## config.mk

```make
export PLATFORM = sky130hd
export DESIGN_NAME = nv_user_rom_byte_reader
export DESIGN_NICKNAME = d
export VERILOG_FILES = /design/src/nv_user_rom_pkg.sv /design/src/nv_user_rom_array.sv /design/src/nv_user_rom_byte_reader.sv
export VERILOG_INCLUDE_DIRS = /design/src /design/src/src
export SDC_FILE = /design/constraint.sdc
export NUM_CORES = 1
export LEC_CHECK = 0
export ABC_CLOCK_PERIOD_IN_PS = 3200
export BUFFER_PORTS_ARGS = -buffer_cell sky130_fd_sc_hd__buf_2
export CORE_MARGIN = 4
export CORE_UTILIZATION = 31
export DETAILED_ROUTE_END_ITERATION = 8
export GPL_TIMING_DRIVEN = 0
export PLACE_DENSITY_LB_ADDON = 0.25
export SYNTH_ARGS = -nofsm -noshare
export SYNTH_HDL_FRONTEND = slang
export SYNTH_SLANG_ARGS = --single-unit
```

## constraint.sdc

```tcl
create_clock -name clk_sys_in -period 3.2 [get_ports clk_sys_in]
set_input_delay 0 -clock clk_sys_in [delete_from_list [all_inputs] [get_ports clk_sys_in]]
set_output_delay 0 -clock clk_sys_in [all_outputs]
set_load 0.05 [all_outputs]
```

## src/nv_user_rom_params.svh

```systemverilog
// Purpose: Constants for the user nonvolatile byte store
// Assumes: Included by bare name from design files
// Notes:   Definitions only
`ifndef NV_USER_ROM_PARAMS_SVH
`define NV_USER_ROM_PARAMS_SVH

`define NV_BANK_COUNT      8
`define NV_BYTES_PER_BANK  16
`define NV_WORD_COUNT      128
`define NV_ADDR_W          7
`define NV_BANK_W          3
`define NV_BYTE_W          4
`define NV_DATA_W          8
`define NV_BANK_MSB        6
`define NV_BANK_LSB        4
`define NV_BYTE_MSB        3
`define NV_BYTE_LSB        0
`define NV_JTAG_READ_IDLE  1'b0
`define NV_DATA_RESET      8'h00
`define NV_ERASED_BYTE     8'hff

`endif

```

## src/nv_user_rom_pkg.sv

```systemverilog
// Purpose: Types for the user nonvolatile byte store
// Assumes: Constants come from nv_user_rom_params.svh
// Notes:   Nothing here is imported; users write the package name
`include "nv_user_rom_params.svh"

package nv_user_rom_pkg;

  typedef logic [`NV_ADDR_W-1:0] rom_addr_t;
  typedef logic [`NV_BANK_W-1:0] bank_sel_t;
  typedef logic [`NV_BYTE_W-1:0] byte_sel_t;
  typedef logic [`NV_DATA_W-1:0] rom_byte_t;

  typedef enum logic [1:0] {
    PROG_IDLE  = 2'b00,
    PROG_ERASE = 2'b01,
    PROG_WRITE = 2'b10
  } prog_state_t;

endpackage

```

## src/nv_user_rom_array.sv

```systemverilog
// Purpose: Storage array of 128 bytes with a registered read port
// Assumes: One write port, used only by the programming path
// Notes:   Read data come out of a register
`timescale 1ns/10ps
`include "nv_user_rom_params.svh"

module nv_user_rom_array (
  input  wire logic                       clk_sys_in,
  input  wire logic                       wr_en_in,
  input  wire nv_user_rom_pkg::rom_addr_t wr_addr_in,
  input  wire nv_user_rom_pkg::rom_byte_t wr_data_in,
  input  wire nv_user_rom_pkg::rom_addr_t rd_addr_in,
  output nv_user_rom_pkg::rom_byte_t      rd_data_out
);

  nv_user_rom_pkg::rom_byte_t mem_reg [0:`NV_WORD_COUNT-1];
  nv_user_rom_pkg::rom_byte_t rd_data_reg;

  // ==========================================================
  // Write port
  always_ff @(posedge clk_sys_in) begin
    if (wr_en_in) begin
      mem_reg[wr_addr_in] <= wr_data_in;
    end
  end

  // ==========================================================
  // Registered read port
  always_ff @(posedge clk_sys_in) begin
    rd_data_reg <= mem_reg[rd_addr_in];
  end

  assign rd_data_out = rd_data_reg;

endmodule

```

## src/nv_user_rom_byte_reader.sv

```systemverilog
// Purpose: User nonvolatile byte store read by fabric logic one byte per access
// Assumes: All inputs synchronous to clk_sys_in
// Notes:   Programming path is the JTAG side; fabric writes are ignored
//
// Contract
// - Storage is eight banks of 128 bits, sixteen bytes each.
// - Reads return one byte per access on a clocked synchronous port.
// - Upper three address bits select one of eight banks.
// - Lower four address bits select the byte within the bank.
// - Erase and write only via JTAG; fabric write attempts ignored.
// - Contents readable through both JTAG and fabric addressing.
`timescale 1ns/10ps
`include "nv_user_rom_params.svh"

module nv_user_rom_byte_reader (
  input  wire logic                       clk_sys_in,
  input  wire logic                       reset_n_in,
  // Fabric read port
  input  wire logic                       rd_en_in,
  input  wire nv_user_rom_pkg::rom_addr_t rd_addr_in,
  output nv_user_rom_pkg::rom_byte_t      rd_data_out,
  output logic                            rd_valid_out,
  // Fabric write attempt, always ignored
  input  wire logic                       fab_wr_en_in,
  input  wire nv_user_rom_pkg::rom_addr_t fab_wr_addr_in,
  input  wire nv_user_rom_pkg::rom_byte_t fab_wr_data_in,
  output logic                            fab_wr_reject_out,
  // JTAG programming side
  input  wire logic                       jtag_erase_in,
  input  wire logic                       jtag_wr_en_in,
  input  wire nv_user_rom_pkg::rom_addr_t jtag_addr_in,
  input  wire nv_user_rom_pkg::rom_byte_t jtag_wr_data_in,
  input  wire logic                       jtag_rd_en_in,
  output nv_user_rom_pkg::rom_byte_t      jtag_rd_data_out,
  output logic                            jtag_rd_valid_out,
  output logic                            jtag_busy_out
);

  // ==========================================================
  // Address decode
  function automatic nv_user_rom_pkg::rom_addr_t flat_index(
    input nv_user_rom_pkg::bank_sel_t bank,
    input nv_user_rom_pkg::byte_sel_t byte_sel
  );
    flat_index = {bank, byte_sel};
  endfunction

  function automatic nv_user_rom_pkg::bank_sel_t bank_of(input nv_user_rom_pkg::rom_addr_t a);
    bank_of = a[`NV_BANK_MSB:`NV_BANK_LSB];
  endfunction

  function automatic nv_user_rom_pkg::byte_sel_t byte_of(input nv_user_rom_pkg::rom_addr_t a);
    byte_of = a[`NV_BYTE_MSB:`NV_BYTE_LSB];
  endfunction

  nv_user_rom_pkg::prog_state_t prog_state_reg;
  nv_user_rom_pkg::prog_state_t prog_state_next;
  nv_user_rom_pkg::rom_addr_t   erase_ptr_reg;
  nv_user_rom_pkg::rom_addr_t   arr_rd_addr;
  nv_user_rom_pkg::rom_addr_t   arr_wr_addr;
  nv_user_rom_pkg::rom_byte_t   arr_wr_data;
  nv_user_rom_pkg::rom_byte_t   arr_rd_data;
  nv_user_rom_pkg::rom_byte_t   rd_data_reg;
  nv_user_rom_pkg::rom_byte_t   jtag_rd_data_reg;
  logic                         arr_wr_en;
  logic                         fab_pend_reg;
  logic                         jtag_pend_reg;
  logic                         rd_valid_reg;
  logic                         jtag_rd_valid_reg;
  logic                         fab_wr_reject_reg;
  logic                         jtag_busy_reg;
  logic                         jtag_rd_go;

  // ==========================================================
  // Programming state machine, JTAG side only
  always_comb begin
    prog_state_next = prog_state_reg;
    case (prog_state_reg)
      nv_user_rom_pkg::PROG_IDLE: begin
        if (jtag_erase_in) begin
          prog_state_next = nv_user_rom_pkg::PROG_ERASE;
        end else if (jtag_wr_en_in) begin
          prog_state_next = nv_user_rom_pkg::PROG_WRITE;
        end
      end
      nv_user_rom_pkg::PROG_ERASE: begin
        if (erase_ptr_reg == 7'(`NV_WORD_COUNT - 1)) begin
          prog_state_next = nv_user_rom_pkg::PROG_IDLE;
        end
      end
      nv_user_rom_pkg::PROG_WRITE: begin
        prog_state_next = nv_user_rom_pkg::PROG_IDLE;
      end
      default: begin
        prog_state_next = nv_user_rom_pkg::PROG_IDLE;
      end
    endcase
  end

  always_ff @(posedge clk_sys_in) begin
    if (!reset_n_in) begin
      prog_state_reg <= nv_user_rom_pkg::PROG_IDLE;
    end else begin
      prog_state_reg <= prog_state_next;
    end
  end

  always_ff @(posedge clk_sys_in) begin
    if (!reset_n_in) begin
      erase_ptr_reg <= '0;
    end else if (prog_state_reg == nv_user_rom_pkg::PROG_ERASE) begin
      erase_ptr_reg <= erase_ptr_reg + 7'h01;
    end else begin
      erase_ptr_reg <= '0;
    end
  end

  // Write address and data latched when a JTAG write is accepted
  nv_user_rom_pkg::rom_addr_t jtag_wr_addr_reg;
  nv_user_rom_pkg::rom_byte_t jtag_wr_data_reg;

  always_ff @(posedge clk_sys_in) begin
    if (!reset_n_in) begin
      jtag_wr_addr_reg <= '0;
      jtag_wr_data_reg <= `NV_DATA_RESET;
    end else if (prog_state_reg == nv_user_rom_pkg::PROG_IDLE && jtag_wr_en_in) begin
      jtag_wr_addr_reg <= jtag_addr_in;
      jtag_wr_data_reg <= jtag_wr_data_in;
    end
  end

  // Only the JTAG path reaches the array write port; fabric inputs do not
  always_comb begin
    arr_wr_en   = 1'b0;
    arr_wr_addr = jtag_wr_addr_reg;
    arr_wr_data = jtag_wr_data_reg;
    case (prog_state_reg)
      nv_user_rom_pkg::PROG_ERASE: begin
        arr_wr_en   = 1'b1;
        arr_wr_addr = erase_ptr_reg;
        arr_wr_data = `NV_ERASED_BYTE;
      end
      nv_user_rom_pkg::PROG_WRITE: begin
        arr_wr_en = 1'b1;
      end
      default: begin
        arr_wr_en = 1'b0;
      end
    endcase
  end

  always_ff @(posedge clk_sys_in) begin
    if (!reset_n_in) begin
      jtag_busy_reg <= 1'b0;
    end else begin
      jtag_busy_reg <= (prog_state_next != nv_user_rom_pkg::PROG_IDLE);
    end
  end

  // Fabric write attempts are flagged and dropped
  always_ff @(posedge clk_sys_in) begin
    if (!reset_n_in) begin
      fab_wr_reject_reg <= 1'b0;
    end else begin
      fab_wr_reject_reg <= fab_wr_en_in;
    end
  end

  // ==========================================================
  // Read arbitration: fabric read owns the port; JTAG readback uses idle cycles
  assign jtag_rd_go = jtag_rd_en_in && !rd_en_in;

  assign arr_rd_addr = rd_en_in ? flat_index(bank_of(rd_addr_in), byte_of(rd_addr_in))
                                : jtag_addr_in;

  nv_user_rom_array u_array (
    .clk_sys_in  (clk_sys_in),
    .wr_en_in    (arr_wr_en),
    .wr_addr_in  (arr_wr_addr),
    .wr_data_in  (arr_wr_data),
    .rd_addr_in  (arr_rd_addr),
    .rd_data_out (arr_rd_data)
  );

  always_ff @(posedge clk_sys_in) begin
    if (!reset_n_in) begin
      fab_pend_reg  <= 1'b0;
      jtag_pend_reg <= `NV_JTAG_READ_IDLE;
    end else begin
      fab_pend_reg  <= rd_en_in;
      jtag_pend_reg <= jtag_rd_go;
    end
  end

  // Fabric byte output, held until the next fabric read returns
  always_ff @(posedge clk_sys_in) begin
    if (!reset_n_in) begin
      rd_data_reg  <= `NV_DATA_RESET;
      rd_valid_reg <= 1'b0;
    end else begin
      rd_valid_reg <= fab_pend_reg;
      if (fab_pend_reg) begin
        rd_data_reg <= arr_rd_data;
      end
    end
  end

  // JTAG readback output
  always_ff @(posedge clk_sys_in) begin
    if (!reset_n_in) begin
      jtag_rd_data_reg  <= `NV_DATA_RESET;
      jtag_rd_valid_reg <= 1'b0;
    end else begin
      jtag_rd_valid_reg <= jtag_pend_reg;
      if (jtag_pend_reg) begin
        jtag_rd_data_reg <= arr_rd_data;
      end
    end
  end

  assign rd_data_out       = rd_data_reg;
  assign rd_valid_out      = rd_valid_reg;
  assign jtag_rd_data_out  = jtag_rd_data_reg;
  assign jtag_rd_valid_out = jtag_rd_valid_reg;
  assign fab_wr_reject_out = fab_wr_reject_reg;
  assign jtag_busy_out     = jtag_busy_reg;

endmodule

```

Word level (Yosys, flattened, before mapping)
Memories as Yosys holds them, arrays and structs flattened. A register that Yosys moved wholly into a read port is not among the register bits.
Cells that the tools add are included.

operators by class
  equal/unequal tests = 3
  multipliers = 0
  div/mod/pow operators = 0
  shifts and indexed selects = 0
  add/subtract/negate cells = 1
  multiplexer cells = 10
  reduce and logical (&&, ||, !) cells = 7
  bitwise gates (word level) = 0
  magnitude comparators = 0

operators with widths
  cell                                                  count
  2-to-1 mux 7 bit                                      2
  2-to-1 mux 8 bit                                      1
  adder 7 x 1 -> 7 bit (second input constant)          1
  equality test 7 bit (second input constant)           1
  2-to-1 mux 2 bit                                      3
  case mux 2 bit (2 select lines)                       1
  2-to-1 mux 1 bit                                      3
  equality test 2 x 1 -> 1 bit (second input constant)  1
  equality test 2 bit (second input constant)           1
  logical AND 1 bit                                     2
  logical NOT 2 bit                                     1
  AND reduction 2 bit                                   1
  nonzero test 2 bit                                    1
  OR reduction 2 bit                                    1
  logical NOT 1 bit                                     1

storage, ports and cells
  RAM bits = 1024
  memory bits (read-only) = 0
  bits in registers = 46
  memories kept = 1
  output and inout port bits = 20
  bits in latches = 0

memory list
  memory           words  bits a word  read ports  clocked after Yosys merged registers in  write ports  line                     text
  u_array.mem_reg  128    8            1           1                                        1            nv_user_rom_array.sv:16  nv_user_rom_pkg::rom_byte_t mem_reg [0:`NV_WORD_COUNT-1];

Logic depth before layout (Yosys ltp)
  depth in word-level cells = 5
  depth in mapped cells = 14
  gate-level depth less buffers = 8

Hierarchy
A second synthesis with hierarchy kept.

unflattened totals
  cells, all modules = 1838
  area, all modules = 41612.4 um^2

by module, submodules not included
  module                   times used  area each (um^2)  sequential area each (um^2)  cells an instance
  nv_user_rom_array        1           39665.5           30909.6                      1635
  nv_user_rom_byte_reader  1           1946.9            920.9                        203

Least setup slack after synthesis
No wires, ideal clock.

  path type = flip-flop to flip-flop
  from = register prog_state_reg[1]
  to = memory u_array.mem_reg[0][0] in the netlist's numbering (data pin)
  cell stages (with the launch flop) = 7
  library setup time = 0.377 ns
  required time = 2.823 ns
  buffers on the path = 3
  arrival time = 2.162 ns
  path slack = 0.661 ns
  cells stage by stage = dfxtp_1 > inv_1 > ha_1 > clkbuf_1 > clkbuf_1 > clkbuf_1 > or2_2

on the way
  word-level cells in the longest chain between the ends = 2

RTL lines
  item                          line                            text
  start, declared               nv_user_rom_byte_reader.sv:56   nv_user_rom_pkg::prog_state_t prog_state_reg;
  start signal, assigned        nv_user_rom_byte_reader.sv:102  prog_state_reg <= nv_user_rom_pkg::PROG_IDLE;
  start signal, assigned        nv_user_rom_byte_reader.sv:104  prog_state_reg <= prog_state_next;
  equality test 2 x 1 -> 1 bit  nv_user_rom_byte_reader.sv:137  case (prog_state_reg)
  2-to-1 mux 8 bit              nv_user_rom_byte_reader.sv:137
  net arr_wr_data[0]            nv_user_rom_byte_reader.sv:61   nv_user_rom_pkg::rom_byte_t arr_wr_data;
  end, declared                 nv_user_rom_array.sv:16

The timed path passes the listed nets, and every way through them passes these cells.

Worst setup path after layout
  from = input port rd_en_in
  to = register u_array.rd_data_reg[1], in the netlist u_array.rd_data_out[1], read port of u_array.mem_reg

on the way
  word-level cells in the longest chain between the ends = 1

RTL lines
  item              line                            text
  start, declared   nv_user_rom_byte_reader.sv:19   input wire logic rd_en_in,
  2-to-1 mux 7 bit  nv_user_rom_byte_reader.sv:173  assign arr_rd_addr = rd_en_in ? flat_index(bank_of(rd_addr_in), byte_of(rd_addr_in))
  end, declared     nv_user_rom_array.sv:17         nv_user_rom_pkg::rom_byte_t rd_data_reg;

Every way passes these cells.
A chain may end at the register's enable or synchronous reset.

==> metrics.md <==
| Metric | Value |
|---|---|
| CTS tree | built |
| Pin count of the biggest net entering global routing | 70 |
| Max VDD drop | 0.456 mV |
| Area grow syn2layout | 19.1% |
| Post-route setup TNS | -191 ps |
| Max-slew headroom | 0.0575 |
| First-pass GRT wire length | 201000 um |
| Worst R2R Start | prog_state_reg[1] |
| P_leak | about 17 nW |
| #FFs+latches synth | ~1100 |
| Number of port buffers | between 40 and 50 |
| CP peak stage delay | around 800 ps |
| Largest register FFs | approximately 1000 |
| Num CTS Buffers | 110 |
| Iteration-0 DRC Markers | 3000 |
| Worst skew pair latency | about 730 ps |
| Failing checks | setup timing |
| Die ar. | about 0.15 mm2 |
| Min Tclk post-route | approximately 3300 ps |
| Finished Core Util | 0.373 |
| Reg2reg setup slack | 80 ps |
| Critical path, cell by cell | buf_6 > buf_6 > mux2_2 > clkbuf_1 > nor2_1 > nand3_1 > nand4_1 > a22oi_1 > o21ai_1 > a211o_1 |
| Pwr dens | ~620 mW/mm2 |
| Warnings, synthesis | 0 |
| Vias per cell | ~5.2 |
| DRC viols | 0 |
| Post-route antenna net violation count | 0 |
| Design Power | roughly 0.032 W |
| CTS root buf | clkbuf_16 |
| Mapped Area | ~0.043 mm2 |
| CP Launch Type | primary input |
| Grt total ovfl | 0 |
| F_max | about 300 MHz |
| RSZ-0062 raised after global routing | true |
| Run status | finished with violations |
| Clock skew | 30.1 ps |
| Final Hold Viols | 0 |
| Hold_sp | jtag_wr_en_in |
| Setup WS post-layout | -93.5 ps |
| GRT Total Usage | 0.191 |
| CP most frequent cell | buf_6 |
| # setup viols final | 4 |
| Die width | ~380 um |
| Net Count, Synth | between 3000 and 4000 |
| DR WL/cell | about 26 um |
| Worst Tran Pin Value | roughly 1400 ps |
| Worst setup path endpoint | u_array.rd_data_out[1] |
| CTS clock-pin slew for the worst setup and hold paths | around 60 ps |
| Main synth FF type | edfxtp_1 |
| Yosys cell types | 52 |
| Row count | 136 |
| EDFF count, synth | about 1000 |
| Share of cells above drive strength 1 | 0.156 |
| Critical-path top delay cell | clkbuf_1 |
| Clk buf depth | 3 |
| Vias in the first global route | 27226 |
| Crit path from | rd_en_in |
| Final instance area | a little over 0.05 mm2 |
| Gate Count Post-Synth | 3275 |
| Final nets | approximately 3600 |
| H-tree levels | 3 |
| CP Capture Type | register |
| Pins over their slew limit | 0 |
| Max-Cap Viols | 0 |
| First-pass DRT Iterations | 5 |
| Async S/R FF share, synth | 0 |
| Core footprint | 0.138 mm2 |
| WHS | ~110 ps |
| Via count | 28538 |
| Crit path max-delay family | compound AO/OA/AOI/OAI gates |
| Clock sink count | ~1100 |
| Initial antenna violation count | 5 |
| Die height | between 300 and 400 um |
| GP Congestion | about 0.90 |
| I/O pins | 64 |
| RR Endpoint | u_array.mem_reg[7][3] |
| Routed WL | between 100000 and 150000 um |
| Hpwl dp | approximately 100000 um |
| Initial Util | 0.313 |
| CP Max Fanout | 10 |
| Worst Path Arrival | slightly below 4000 ps |
| Critical Path Stages | 10 |
| DP Area | roughly 0.046 mm2 |
| Hold Crit Class | in -> reg |
| Synthesized area per cell | ~13 um2 |
| Register area share after synthesis | 0.737 |
| Worst Reg-to-Reg Cells | 6 |
| Final worst path period share | 1.03 |
| Critical path class | in -> reg |
| CP Data Required Time | ~3800 ps |
| Crit path buf inv count | 3 |
worst min path at each step:
stage / to / cells past startpoint / slack [ps]
6_report: jtag_wr_addr_reg[4] / 5 / 110
5_1_grt: jtag_wr_addr_reg[3] / 5 / 160
4_1_cts: jtag_wr_addr_reg[4] / 5 / 30
3_5_place_dp: fab_wr_reject_out / 2 / 220
3_3_place_gp: fab_wr_reject_out / 2 / 210
2_1_floorplan: jtag_pend_reg / 2 / 110
cell type report:
class                   instances  area (um2)
fillers                     13218       86600
flip-flops and latches       1078       31800
multi-input cells            1991       11400
clock buffers                 140        2930
well taps                    1863        2330
repair buffers                128        1260
plain buffers                 192        1060
clock inverters                61         577
inverters                      14        52.6
diodes                          2        5.00
cell usage after synthesis (33+ instances only):
library cell	n	area [um2]
o221ai_1	49	429
nand2_1	880	3300
a31oi_1	51	319
clkbuf_1	68	255
nor2_1	173	649
buf_2	84	420
and3_1	64	400
or3_1	33	206
mux2i_1	127	1270
a21oi_1	122	611
edfxtp_1	1024	30700
dfxtp_1	54	1080
nand3_1	233	1170
metrics by stage:
stage / cells / setup slack, ps
5_1_grt: 5468 / -11.8
2_1_floorplan: 3275 / 661
4_1_cts: 5467 / -314
3_3_place_gp: 5185 / -1450
3_5_place_dp: 5202 / -1230
6_report: 5469 / -93.5
worst min-delay path, cell delays in order:
cell	delay, ps
buf_2	110
nand2_1	170
clkbuf_1	300
nand2_1	120
a21boi_0	70
layer usage:
| metal | GRT usage | routed length (um) |
|---|---|---|
| met5 | 0 | 0 |
| met3 | 0.0270 | 9960 |
| met4 | 0.0902 | 7070 |
| met1 | 0.248 | 58000 |
| met2 | 0.316 | 68500 |
cells in the final DEF (no fill, tap or decap), types with 33 or more instances in the layout:
cell	Yosys	routed
nor2_1	173	54
clkbuf_16	0	112
nand2_1	880	867
nor2_4	0	98
clkbuf_1	68	80
and3_1	64	64
dfxtp_1	54	54
o221ai_1	49	49
a31oi_1	51	51
buf_4	13	39
a21oi_1	122	121
mux2i_1	127	126
buf_2	84	134
or3_1	33	33
nand3_1	233	226
dlygate4sd3_1	0	39
edfxtp_1	1024	1024
kinds of logic (layout without fill, tap and decap cells):
family,after synthesis,after routing,share of synthesized area
compound gates,366,366,0.0564
xor+xnor,4,4,0.000811
fa+ha+maj,3,3,0.000869
buf+inv,207,535,0.0250
flops,1078,1078,0.737
mux,139,139,0.0341
other cells,0,2,0
simple gates,1478,1479,0.146
report_power, final:
| group | internal, W | total [W] | switching (W) |
|---|---|---|---|
| logic | 0.000876 | 0.00349 | 0.00261 |
| registers | 0.0159 | 0.0159 | 0.0000492 |
| clock network | 0.00725 | 0.0127 | 0.00549 |
what timing repair did:
action                                  CTS  global route
setup buffers                            25             0
resized for setup                       195           106
endpoints found under the hold margin    29             0
hold buffers                             39             0
pin swaps                                18             1
cloned                                    0             1
setup endpoints to repair              1031          1193
Note: power is estimated with default switching activity, not from simulation.
